**config.mk**
```make
export PLATFORM = sky130hd
export DESIGN_NAME = pim_top
export DESIGN_NICKNAME = d
export VERILOG_FILES = /design/src/pkg/pim_pkg.sv /design/src/rtl/pim_top.sv
export SDC_FILE = /design/constraint.sdc
export NUM_CORES = 2
export LEC_CHECK = 0
export BUFFER_PORTS_ARGS = -buffer_cell sky130_fd_sc_hd__buf_4
export CORE_AREA = 5 5 503 505
export CTS_CLUSTER_DIAMETER = 150
export CTS_CLUSTER_SIZE = 25
export DETAILED_ROUTE_END_ITERATION = 16
export DIE_AREA = 0 0 508 510
export GPL_TIMING_DRIVEN = 0
export PLACE_DENSITY_LB_ADDON = 0.1
export SLEW_MARGIN = 20
export SYNTH_ARGS = -nofsm -noshare
export SYNTH_HDL_FRONTEND = slang
export SYNTH_SLANG_ARGS = --single-unit
```
**constraint.sdc**
```tcl
create_clock -name ref_clk -period 4.9 [get_ports ref_clk]
set_input_delay 0.245 -clock ref_clk [delete_from_list [all_inputs] [get_ports ref_clk]]
set_output_delay 0.245 -clock ref_clk [all_outputs]
set_load 0.03 [all_outputs]
```
**src/pkg/pim_pkg.sv**
```systemverilog
package pim_pkg;
  // Image partitions, in words
  localparam logic [15:0] PIM_PHYS1_LO = 16'h0000;
  localparam logic [15:0] PIM_MB_LO = 16'h0100;
  localparam logic [15:0] PIM_PHYS2_LO = 16'h0200;
  localparam logic [15:0] PIM_EIP_LO = 16'h04fc;
  localparam logic [15:0] PIM_RSV_LO = 16'h05fc;
  localparam logic [15:0] PIM_FLAG_HI = 16'h3000;
  // Same partitions as bit addresses
  localparam logic [15:0] PIM_MB_BIT = 16'h1000;
  localparam logic [15:0] PIM_PHYS2_BIT = 16'h2000;
  localparam logic [15:0] PIM_EIP_BIT = 16'h4fc0;
  // Mirror offsets for fieldbus read-back
  localparam logic [15:0] PIM_MIRROR_LO = 16'h0200;
  localparam logic [15:0] PIM_MIRROR_HI = 16'h1000;
  // Packing units
  localparam logic [3:0] PIM_WORD_SHIFT = 4'h4;
  localparam logic [3:0] PIM_BYTE_SHIFT = 4'h3;
  localparam logic [15:0] PIM_BYTE_ROUND = 16'h0007;
  localparam int PIM_SLOTS = 64;
  localparam logic [5:0] PIM_LAST_SLOT = 6'h3f;
  localparam logic [15:0] PIM_ZERO = 16'h0000;

  typedef enum logic [1:0] {
    PIM_KIND_NONE = 2'b00,
    PIM_KIND_CPLX = 2'b01,
    PIM_KIND_DIG = 2'b10,
    PIM_KIND_DIAG = 2'b11
  } pim_kind_t;

  typedef enum logic {PIM_DIR_IN = 1'b0, PIM_DIR_OUT = 1'b1} pim_dir_t;
  typedef enum logic {PIM_FIELDBUS = 1'b0, PIM_PROGRAM = 1'b1} pim_master_t;

  typedef enum logic [1:0] {
    PIM_AREA_IN = 2'b00,
    PIM_AREA_OUT = 2'b01,
    PIM_AREA_FLAG = 2'b10
  } pim_area_t;

  typedef enum logic [1:0] {
    PIM_W_BIT = 2'b00,
    PIM_W_BYTE = 2'b01,
    PIM_W_WORD = 2'b10,
    PIM_W_DWORD = 2'b11
  } pim_width_t;

  typedef enum logic [2:0] {
    PIM_R_PHYS1 = 3'b000,
    PIM_R_MB = 3'b001,
    PIM_R_PHYS2 = 3'b010,
    PIM_R_EIP = 3'b011,
    PIM_R_RSV = 3'b100,
    PIM_R_FLAG = 3'b101,
    PIM_R_BAD = 3'b110
  } pim_range_t;

  typedef enum logic [1:0] {
    PIM_ST_IDLE = 2'b00,
    PIM_ST_CPLX = 2'b01,
    PIM_ST_DIG = 2'b10
  } pim_state_t;
endpackage

```
**src/rtl/pim_top.sv**
```systemverilog
`timescale 1ns/100ps
// Notes on behaviour
// - Multi-byte modules placed first, from word 0
// - Digital channels then packed into 16-bit words
// - Digital bits packed back to back; no new byte after eight bits
// - Complex word per channel; digital 1/2 bits
// - Words 0-255 hold first physical range
// - Words 256-511 hold Modbus protocol variables
// - Words 512-1275 hold overflow module data
// - Words 1276-1531 hold EtherNet/IP variables
// - Words from 1532 reserved; layout can still run into them, flagging overflow
// - Word n is bytes 2n,2n+1; dword k=2k,2k+1
// - Same translation continues through second range
// - Flag space words 0-12288, bytes to 24577
// - Physical outputs rw both; inputs read-only
// - Modbus inputs: master rw, program read
// - Modbus outputs: program rw, master read
// - EtherNet/IP inputs: program read, master none
// - EtherNet/IP outputs: program rw, master none
// - Flag area rw for both parties
// - Module set change rebuilds layout; users revalidate
// - Outputs readable by master at mirror offsets
module pim_top (
  // Clock and reset
  input wire logic ref_clk,
  input wire logic resetn,
  // Slot descriptor write
  input wire logic desc_valid,
  input wire logic [5:0] desc_slot,
  input wire pim_pkg::pim_kind_t desc_kind,
  input wire pim_pkg::pim_dir_t desc_dir,
  input wire logic [7:0] desc_size,
  // Slot base lookup
  input wire logic [5:0] look_slot,
  output logic [15:0] look_base_reg,
  output logic look_used_reg,
  // Layout status
  output logic layout_busy_reg,
  output logic layout_change_reg,
  output logic layout_overflow_reg,
  output logic [15:0] in_bytes_reg,
  output logic [15:0] out_bytes_reg,
  // Access request
  input wire logic acc_valid,
  input wire pim_pkg::pim_master_t acc_master,
  input wire pim_pkg::pim_area_t acc_area,
  input wire pim_pkg::pim_width_t acc_width,
  input wire logic [15:0] acc_addr,
  input wire logic [3:0] acc_bit,
  input wire logic acc_write,
  input wire logic acc_mirror,
  // Access answer
  output logic resp_valid_reg,
  output logic resp_grant_reg,
  output logic wr_en_reg,
  output pim_pkg::pim_range_t resp_range_reg,
  output logic [15:0] resp_word_reg,
  output logic [15:0] resp_byte_reg,
  output logic [15:0] resp_dword_reg
);
  import pim_pkg::*;

  logic rst_meta_reg, rst_n;
  always_ff @(posedge ref_clk or negedge resetn) begin
    if (!resetn) begin
      rst_meta_reg <= 1'b0;
      rst_n <= 1'b0;
    end else begin
      rst_meta_reg <= 1'b1;
      rst_n <= rst_meta_reg;
    end
  end

  function automatic pim_range_t pim_rng(input logic [15:0] w);
    if (w < PIM_MB_LO) pim_rng = PIM_R_PHYS1;
    else if (w < PIM_PHYS2_LO) pim_rng = PIM_R_MB;
    else if (w < PIM_EIP_LO) pim_rng = PIM_R_PHYS2;
    else if (w < PIM_RSV_LO) pim_rng = PIM_R_EIP;
    else pim_rng = PIM_R_RSV;
  endfunction

  // Physical data may not straddle the protocol window at 256..511
  function automatic logic [15:0] pim_fit(input logic [15:0] p, input logic [15:0] n,
                                          input logic [15:0] lo, input logic [15:0] hi);
    pim_fit = (p < lo && p + n > lo) ? hi : p;
  endfunction

  // Descriptor store; any change flags a rebuild
  pim_kind_t kind_mem [PIM_SLOTS];
  pim_dir_t dir_mem [PIM_SLOTS];
  logic [7:0] size_mem [PIM_SLOTS];
  logic [15:0] base_mem [PIM_SLOTS];
  logic dirty_reg;
  pim_state_t state_reg;
  logic [5:0] slot_reg;
  logic [15:0] wptr_reg [2];
  logic [15:0] bptr_reg [2];

  always_ff @(posedge ref_clk) begin
    if (desc_valid) begin
      kind_mem[desc_slot] <= desc_kind;
      dir_mem[desc_slot] <= desc_dir;
      size_mem[desc_slot] <= desc_size;
    end
  end

  wire start = (state_reg == PIM_ST_IDLE) && dirty_reg;
  always_ff @(posedge ref_clk or negedge rst_n) begin
    if (!rst_n) dirty_reg <= 1'b1;
    else dirty_reg <= desc_valid | (dirty_reg & ~start);
  end

  // Rebuild walk: complex pass, then digital pass
  pim_kind_t cur_kind;
  logic cur_dir;
  logic [15:0] cur_n, cplx_base, dig_base;
  always_comb begin
    cur_kind = kind_mem[slot_reg];
    cur_dir = dir_mem[slot_reg];
    cur_n = (cur_kind == PIM_KIND_DIAG) ? {7'h00, size_mem[slot_reg], 1'b0}
                                        : {8'h00, size_mem[slot_reg]};
    cplx_base = pim_fit(wptr_reg[cur_dir], cur_n, PIM_MB_LO, PIM_PHYS2_LO);
    dig_base = pim_fit(bptr_reg[cur_dir], cur_n, PIM_MB_BIT, PIM_PHYS2_BIT);
  end

  always_ff @(posedge ref_clk or negedge rst_n) begin
    if (!rst_n) begin
      state_reg <= PIM_ST_IDLE;
      slot_reg <= 6'h00;
      layout_change_reg <= 1'b0;
      layout_overflow_reg <= 1'b0;
      for (int d = 0; d < 2; d++) begin
        wptr_reg[d] <= PIM_PHYS1_LO;
        bptr_reg[d] <= PIM_ZERO;
      end
    end else begin
      layout_change_reg <= 1'b0;
      case (state_reg)
        PIM_ST_IDLE: begin
          if (start) begin
            state_reg <= PIM_ST_CPLX;
            slot_reg <= 6'h00;
            layout_overflow_reg <= 1'b0;
            for (int d = 0; d < 2; d++) wptr_reg[d] <= PIM_PHYS1_LO;
          end
        end
        PIM_ST_CPLX: begin
          if (cur_kind == PIM_KIND_CPLX) begin
            wptr_reg[cur_dir] <= cplx_base + cur_n;
            if (cplx_base + cur_n > PIM_EIP_LO) layout_overflow_reg <= 1'b1;
          end
          slot_reg <= slot_reg + 6'h01;
          if (slot_reg == PIM_LAST_SLOT) begin
            state_reg <= PIM_ST_DIG;
            for (int d = 0; d < 2; d++) bptr_reg[d] <= wptr_reg[d] << PIM_WORD_SHIFT;
            if (cur_kind == PIM_KIND_CPLX)
              bptr_reg[cur_dir] <= (cplx_base + cur_n) << PIM_WORD_SHIFT;
          end
        end
        PIM_ST_DIG: begin
          if (cur_kind == PIM_KIND_DIG || cur_kind == PIM_KIND_DIAG) begin
            bptr_reg[cur_dir] <= dig_base + cur_n;
            if (dig_base + cur_n > PIM_EIP_BIT) layout_overflow_reg <= 1'b1;
          end
          slot_reg <= slot_reg + 6'h01;
          if (slot_reg == PIM_LAST_SLOT) begin
            state_reg <= PIM_ST_IDLE;
            layout_change_reg <= 1'b1;
          end
        end
        default: state_reg <= PIM_ST_IDLE;
      endcase
    end
  end

  // Bases kept as bit addresses; complex ones are word aligned
  always_ff @(posedge ref_clk) begin
    if (state_reg == PIM_ST_CPLX && cur_kind == PIM_KIND_CPLX)
      base_mem[slot_reg] <= cplx_base << PIM_WORD_SHIFT;
    else if (state_reg == PIM_ST_DIG && cur_kind != PIM_KIND_CPLX)
      base_mem[slot_reg] <= (cur_kind == PIM_KIND_NONE) ? PIM_ZERO : dig_base;
  end

  // Bases are stale while busy; users wait for the change pulse
  always_ff @(posedge ref_clk or negedge rst_n) begin
    if (!rst_n) begin
      look_base_reg <= PIM_ZERO;
      look_used_reg <= 1'b0;
      layout_busy_reg <= 1'b1;
      in_bytes_reg <= PIM_ZERO;
      out_bytes_reg <= PIM_ZERO;
    end else begin
      look_base_reg <= base_mem[look_slot];
      look_used_reg <= (kind_mem[look_slot] != PIM_KIND_NONE) && !dirty_reg;
      layout_busy_reg <= (state_reg != PIM_ST_IDLE) || dirty_reg;
      in_bytes_reg <= (bptr_reg[PIM_DIR_IN] + PIM_BYTE_ROUND) >> PIM_BYTE_SHIFT;
      out_bytes_reg <= (bptr_reg[PIM_DIR_OUT] + PIM_BYTE_ROUND) >> PIM_BYTE_SHIFT;
    end
  end

  // Access translation and permission check
  logic [15:0] a_word, a_last;
  logic a_hi, a_ok;
  pim_area_t a_area;
  pim_range_t a_rng;
  always_comb begin
    a_area = acc_area;
    a_hi = 1'b0;
    case (acc_width)
      PIM_W_BIT: begin
        a_word = acc_addr;
        a_hi = acc_bit[3];
      end
      PIM_W_BYTE: begin
        a_word = acc_addr >> 1;
        a_hi = acc_addr[0];
      end
      PIM_W_DWORD: a_word = acc_addr << 1;
      default: a_word = acc_addr;
    endcase
    if (acc_mirror) begin
      a_area = PIM_AREA_OUT;
      a_word = (acc_addr >= PIM_MIRROR_HI) ? acc_addr - PIM_MIRROR_HI
                                           : acc_addr - PIM_MIRROR_LO;
    end
    a_last = (acc_width == PIM_W_DWORD && !acc_mirror) ? a_word + 16'h0001 : a_word;
    a_rng = pim_rng(a_word);
    if (a_area == PIM_AREA_FLAG) a_rng = (a_last <= PIM_FLAG_HI) ? PIM_R_FLAG : PIM_R_BAD;
    else if (pim_rng(a_last) != a_rng) a_rng = PIM_R_BAD;
    a_ok = 1'b0;
    if (acc_mirror) begin
      a_ok = acc_master == PIM_FIELDBUS && !acc_write && acc_width == PIM_W_WORD &&
             acc_addr >= PIM_MIRROR_LO && a_rng != PIM_R_EIP && a_rng != PIM_R_RSV &&
             a_rng != PIM_R_BAD;
    end else begin
      case (a_rng)
        PIM_R_PHYS1, PIM_R_PHYS2: a_ok = (a_area == PIM_AREA_OUT) || !acc_write;
        PIM_R_MB: begin
          if (a_area == PIM_AREA_IN) a_ok = (acc_master == PIM_FIELDBUS) || !acc_write;
          else a_ok = (acc_master == PIM_PROGRAM) || !acc_write;
        end
        PIM_R_EIP: begin
          if (a_area == PIM_AREA_IN) a_ok = (acc_master == PIM_PROGRAM) && !acc_write;
          else a_ok = (acc_master == PIM_PROGRAM);
        end
        PIM_R_FLAG: a_ok = 1'b1;
        default: a_ok = 1'b0;
      endcase
    end
  end

  always_ff @(posedge ref_clk or negedge rst_n) begin
    if (!rst_n) begin
      resp_valid_reg <= 1'b0;
      resp_grant_reg <= 1'b0;
      wr_en_reg <= 1'b0;
      resp_range_reg <= PIM_R_BAD;
      resp_word_reg <= PIM_ZERO;
      resp_byte_reg <= PIM_ZERO;
      resp_dword_reg <= PIM_ZERO;
    end else begin
      resp_valid_reg <= acc_valid;
      resp_grant_reg <= acc_valid && a_ok;
      wr_en_reg <= acc_valid && a_ok && acc_write;
      if (acc_valid) begin
        resp_range_reg <= a_rng;
        resp_word_reg <= a_word;
        resp_byte_reg <= {a_word[14:0], a_hi};
        resp_dword_reg <= a_word >> 1;
      end
    end
  end
endmodule // pim_top

```
# Word-level counts from Yosys, hierarchy flattened
# Memories as Yosys holds them, arrays and structs flattened. A register that Yosys moved wholly into a read port is not among the register bits.
# Index checks and enable logic that the tools add are counted.
# word_totals
register_bits,158
ram_bits,1728
inputBits,54
out_inout_bits,106
wordCells,198
mem_count,4
# op_classes
add_sub_neg,10
n_lt_le_gt_ge,19
n_eq_ne,27
mux,66
bitwise,6
n_reduce_logical,44
# memory_table
memory,depth,width,rd,rd_ports_with_merged_regs,wr,line_no,rtl
base_mem,64,16,1,1,1,pim_top.sv:92,logic [15:0] base_mem [PIM_SLOTS];
size_mem,64,8,1,0,1,pim_top.sv:91,logic [7:0] size_mem [PIM_SLOTS];
kind_mem,64,2,2,0,1,pim_top.sv:89,pim_kind_t kind_mem [PIM_SLOTS];
dir_mem,64,1,1,0,1,pim_top.sv:90,pim_dir_t dir_mem [PIM_SLOTS];
# ops
cell,count
2-to-1 mux 16 bit,14
2-to-1 mux 32 bit,5
one-hot mux 32 bit (2 select lines),2
bitwise mux 32 bit,3
adder 16 x 9 -> 16 bit,4
"< comparator 16 x 11 -> 1 bit, second input constant",4
"< comparator 16 x 9 -> 1 bit, second input constant",3
2-to-1 mux 3 bit,11
"adder 16 x 3 -> 16 bit, second input constant",2
"< comparator 16 x 10 -> 1 bit, second input constant",2
one-hot mux 16 bit (2 select lines),1
logical AND 1 bit,17
2-to-1 mux 1 bit,17
"adder 16 x 1 -> 16 bit, second input constant",1
demux 16 bit (select 1 bit),1
"greater-or-equal comparator 16 x 10 -> 1 bit, second input constant",1
"greater-or-equal comparator 16 x 13 -> 1 bit, second input constant",1
"> comparator 16 x 11 -> 1 bit, second input constant",1
"> comparator 16 x 13 -> 1 bit, second input constant",1
"> comparator 16 x 15 -> 1 bit, second input constant",1
"> comparator 16 x 9 -> 1 bit, second input constant",1
"less-or-equal comparator 16 x 14 -> 1 bit, second input constant",1
"< comparator 16 x 13 -> 1 bit, second input constant",1
"subtractor 16 x 10 -> 16 bit, second input constant",1
other kinds (37),76

# Logic depth before layout (Yosys ltp)
# depth
depth_word,21
ltp_mapped,49
depth_no_buf,39

# Worst setup path after synthesis
# No wires, ideal clock.
# synth_path
path_kind,flip-flop to flip-flop
start,register slot_reg[0]
end,register layout_overflow_reg
setup_time_ps,133
t_arrival_ps,8468
required_time_ps,4767
slack_ps,-3702
stages_incl_launch_ff,45
path_buffers,9
synth_period_minus_slack_ps,8602
path_cell_list,dfrtp_1 > buf_6 > buf_6 > buf_6 > nor3b_2 > a22oi_1 > a31o_1 > and2_4 > nand3_2 > buf_6 > buf_4 > buf_1 > buf_1 > mux2i_1 > inv_1 > ha_1 > clkbuf_1 > o21a_1 > [9 not listed] > clkbuf_1 > nor2_1 > ha_1 > a21oi_1 > nor2_1 > o21ai_0 > nand2_1 > nand2_1 > nor2_1 > a31o_2 > o41a_1 > a21o_1 > a311oi_1 > a31oi_1 > or3b_1 > o21ai_1 > a31o_2 > o211ai_1
# synth_between
elab_chain_len,13
elab_cells_between_ends,34
classes_between,add/sub: 4; order compare: 6; eq/ne: 7; mux: 9; bitwise: 1; reduce/logical: 4; memory: 3
# synth_rtl
item,line_no,rtl
start: declaration,pim_top.sv:95,logic [5:0] slot_reg;
start signal: assignment,pim_top.sv:152,slot_reg <= slot_reg + 6'h01;
start signal: assignment,pim_top.sv:165,slot_reg <= slot_reg + 6'h01;
memory read (64 x 1 bit),--,
NOT 1 -> 2 bit (implied by the code),"pim_top.sv:122, pim_top.sv:123",
2-to-1 mux 16 bit (on tied branches) (3 in series),"pim_top.sv:123, pim_top.sv:122",
adder 16 x 9 -> 16 bit,pim_top.sv:85,pim_fit = (p < lo && p + n > lo) ? hi : p;
> comparator 16 x 13 -> 1 bit / > comparator 16 x 9 -> 1 bit (equally long branches),pim_top.sv:85,
logical AND 1 bit,pim_top.sv:85,
2-to-1 mux 16 bit,pim_top.sv:85,
adder 16 x 9 -> 16 bit (on tied branches),--,
> comparator 16 x 15 -> 1 bit / > comparator 16 x 11 -> 1 bit (equally long branches),"pim_top.sv:163, pim_top.sv:150",
!= test 2 bit (no line),--,
AND reduction 6 bit (no line) *,--,
end signal: assignment,pim_top.sv:143,layout_overflow_reg <= 1'b0;
end signal: assignment,pim_top.sv:150,if (cplx_base + cur_n > PIM_EIP_LO) layout_overflow_reg <= 1'b1;
end signal: assignment,pim_top.sv:163,if (dig_base + cur_n > PIM_EIP_BIT) layout_overflow_reg <= 1'b1;
end: declaration,pim_top.sv:40,"output logic layout_overflow_reg,"
# Mark *: on every way between the ends. The rest lies on a longest branch, timed or not. The select of a mux whose other input is x is not followed.
# A chain may end at the register's enable or synchronous reset.

# Final worst setup path
# layout_path
start,register slot_reg[2]
end,register layout_overflow_reg
# Same word-level chain as after synthesis.

==> metrics.csv <==
stage;metric;value;unit
clock_tree;cts.path.max_buffers;3;
final_layout;regMostFlops;base_mem;
worst_setup_path;crit_fanout;7;
clock_tree;clock_sink_count;1872;
worst_setup_path;crit_slowest_cell;mux4_2;
worst_setup_path;ff2ff_path_depth;45;
timing;finalSetupViolCount;2114;
final_layout;largest_reg_flops;1024;
outcome;status;finished with violations;
timing;worstMarginPinSlew;1190;ps
yosys;yosysWarnings;0;
clock_tree;root_buffer;clkbuf_16;
timing;skew;75.0;ps
timing;post-route-period-util;189;%
detailed_routing;drcViolationCount;0;
floorplan;die_w;508;µm
detailed_routing;ant_nets;0;
place;dp.cells;8170;
global_routing;met2_usage;33.7;%
power_and_ir_drop;power_density;507;mW/mm²
floorplan;fp-row-count;183;
timing;final-hold-violation-count;0;
power_and_ir_drop;leakagePower;0.0309;µW
floorplan;io_pins;160;
place;io_buffers;137;
timing;holdWs;79.1;ps
floorplan;die-area;0.259;mm²
power_and_ir_drop;switching_share;37.4;%
clock_tree;cts_buffers;86;
worst_hold_path;min_to;resp_word_reg[11];
detailed_routing;wl;282000;µm
worst_setup_path;cp_data_arrival_time;9940;ps
flow_run;drv_cap;0;
final_layout;multi_input_area;0.0238;mm²
floorplan;initial_utilization;31.8;%
place;place_congestion;0.862;
detailed_routing;drt-initial-drc-count;5266;
detailed_routing;vias_per_cell;5.48;
final_layout;layoutNonFillerInstCount;8514;
global_routing;top_usage_layer;met2;
yosys;syn_area;0.0788;mm²
yosys;ys.flop_type;edfxtp_1;
timing;setup_ws;-4360;ps
final_layout;ff_latch_area;0.0555;mm²
clock_tree;insertion_delay;800;ps
clock_tree;cts_tree;built;
power_and_ir_drop;pwr-share-clk;18.2;%
floorplan;core;0.248;mm²
timing;maxSlewHeadroom;20.9;%
global_routing;grt_pass1_wl;383000;µm
worst_setup_path;r2r-start;slot_reg[2];
final_layout;final_util;37.9;%
yosys;syn_area_per_cell;17.3;µm²
worst_setup_path;crit_type;reg -> reg;
worst_setup_path;cpPeakStageDelay;580;ps
final_layout;nets;5220;
detailed_routing;wire_per_inst;33.1;µm
global_routing;overflow;0;
global_routing;grt_max_degree;65;
power_and_ir_drop;irDropWorstVdd;0.000381;V
floorplan;die_h;510;µm
detailed_routing;vias;46700;
global_routing;grt_util_met1;30.5;%
power_and_ir_drop;sequentialPowerShare;40.1;%
worst_hold_path;hold_depth;4;
clock_tree;clkSlewWorstSetupHoldPaths;110;ps
timing;rsz0062_at_grt;yes;
power_and_ir_drop;p_sw;17800;µW
worst_setup_path;crit_path_start_kind;register;
timing;timing.fmax;0.108;GHz
worst_setup_path;required;5580;ps
final_layout;largest_registers;base_mem x1024, size_mem x512, kind_mem x128;
final_layout;drive_gt1_share;29.9;%
timing;period_minus_slack;9260;ps
worst_setup_path;timing.rr.end;layout_overflow_reg;
yosys;syn_inst;4563;
global_routing;grt_usage;21.1;%
place;detailedPlace.worstSlack;-7400;ps
timing;drv_slew;0;
yosys;synth_cell_types;112;
worst_hold_path;hold_start;acc_addr[11];
global_routing;grt_antenna_before_repair;24;
place;detailed_place_hpwl;193000;µm
final_layout;num-fill-cells;23100;
worst_setup_path;crit_start;slot_reg[2];
power_and_ir_drop;p_comb_share;41.7;%
worst_hold_path;hold_class;in -> reg;
clock_tree;cts-htree-levels;3;
global_routing;gr-usage-met3;3.43;%
detailed_routing;firstDrtPassIters;6;
power_and_ir_drop;intPower;29800;µW
global_routing;grt_pass1_vias;45500;
yosys;ys_ff_latch;1872;
yosys;ys_seq_area_share;70.4;%
yosys;synth_edf_count;1728;
worst_setup_path;cp-end-kind;register;
yosys;async_reset_ff_share;7.69;%
worst_setup_path;r2r_slack;-4360;ps
outcome;violations;setup timing;
final_layout;syn_to_final_growth;19.2;%
worst_setup_path;crit_top_cell;buf_12;
==> cell usage in the layout, fill, tap and decap left out, types with 22 or more instances in the layout <==
master | synthesis | layout
a211oi_1 | 27 | 22
a21oi_1 | 140 | 125
a221oi_1 | 53 | 41
a22o_1 | 50 | 50
a22oi_1 | 85 | 78
a31oi_1 | 26 | 22
and3_1 | 27 | 25
buf_1 | 55 | 24
buf_12 | 0 | 47
buf_16 | 0 | 39
buf_2 | 32 | 27
buf_4 | 52 | 330
buf_6 | 23 | 78
buf_8 | 0 | 37
clkbuf_1 | 137 | 118
clkbuf_16 | 0 | 104
clkbuf_2 | 0 | 32
dfrtp_1 | 140 | 136
dlygate4sd3_1 | 0 | 39
edfxtp_1 | 1728 | 1728
ha_1 | 37 | 26
inv_1 | 67 | 63
mux2_2 | 47 | 44
mux2i_1 | 188 | 173
mux4_2 | 370 | 370
nand2_1 | 166 | 157
nand3_1 | 84 | 77
nand3b_1 | 30 | 30
nor2_1 | 289 | 148
nor2_2 | 2 | 64
nor2_4 | 0 | 79
nor3_1 | 82 | 63
o211ai_1 | 23 | 23
o21ai_0 | 91 | 62
o21ai_1 | 10 | 34
o22ai_1 | 36 | 22
xnor2_1 | 47 | 39
==> kinds of logic (layout without fill, tap and decap cells) <==
kind of cell,Yosys count,after routing,share of synthesized area [%]
compound gates,734,734,6.68
xor+xnor,67,67,0.754
fa+ha+maj,42,42,0.676
buf+inv,373,979,2.29
flops,1872,1872,70.4
mux,613,613,13.8
other cells,2,17,0.00953
simple gates,860,860,5.39
==> area by class of cell <==
cell class	count	share of cell area, %
clock buffer	126	2.46
buffer	289	2.48
multi-input combinational	2324	25.3
tap	3330	4.43
timing repair buffer	480	5.70
antenna	9	0.0240
inverter	74	0.300
sequential	1872	59.1
clock inverter	10	0.216
==> repair_timing <==
| action | in CTS | in global routing |
|---|---|---|
| gates cloned | 4 | 13 |
| resized for setup | 355 | 130 |
| pin swaps | 64 | 50 |
| endpoints found under the hold margin | 516 | 0 |
| setup buffers | 109 | 51 |
| hold buffers | 39 | 0 |
| endpoints found under the setup margin | 2113 | 2115 |
==> layer usage <==
metal / share of wire [%] / up-vias / wire, µm
met1: 45 / 25200 / 126000
met5: 0.025 / - / 70
li1: - / 19500 / -
met4: 2.2 / 10 / 6140
met2: 46 / 1676 / 131000
met3: 6.8 / 271 / 19100
==> worst max-delay path: cells and delay by family (launching register included) <==
family	cells	cell delay (ps)
xor+xnor	2	240
fa+ha+maj	2	450
mux	2	880
simple gates	11	1430
compound gates	19	4460
buf+inv	9	1240
flops	1	430
==> metrics by stage <==
stage	power (µW)	TNS [ps]	instance area, µm²
2_1_floorplan	28300	-1698330	79200
3_3_place_gp	34300	-	84400
3_5_place_dp	35200	-7205450	87500
4_1_cts	46400	-3963240	92800
5_1_grt	49400	-4094200	94000
6_report	47600	-3785810	94000
==> worst max path at each step <==
| stage | end | slack, ps |
|---|---|---|
| detailed placement | layout_overflow_reg | -7400 |
| finish | layout_overflow_reg | -4360 |
| global route | layout_overflow_reg | -4510 |
| floorplan | layout_overflow_reg | -3060 |
| global placement | base_mem[62][9] | -9120 |
| CTS | layout_overflow_reg | -4310 |
==> Yosys cell counts, types with 52 or more instances <==
master / n / area (µm²)
mux2i_1: 188 / 1880
nor2_1: 289 / 1080
edfxtp_1: 1728 / 51900
a221oi_1: 53 / 464
a22oi_1: 85 / 638
inv_1: 67 / 251
o21ai_0: 91 / 455
nand2_1: 166 / 623
buf_1: 55 / 206
nand3_1: 84 / 420
mux4_2: 370 / 8330
dfrtp_1: 140 / 3500
clkbuf_1: 137 / 514
a21oi_1: 140 / 701
nor3_1: 82 / 410
buf_4: 52 / 390
==> power by group through the flow <==
stage                     clock network (µW)  registers [µW]  logic [µW]
after floorplan                            0           19700        8690
after global placement                     0           19600       14700
after detailed placement                   0           19500       15700
after CTS                               8910           19100       18400
after global routing                    9480           19200       20800
final                                   8690           19100       19800
Power figures use the tool's default switching activity.
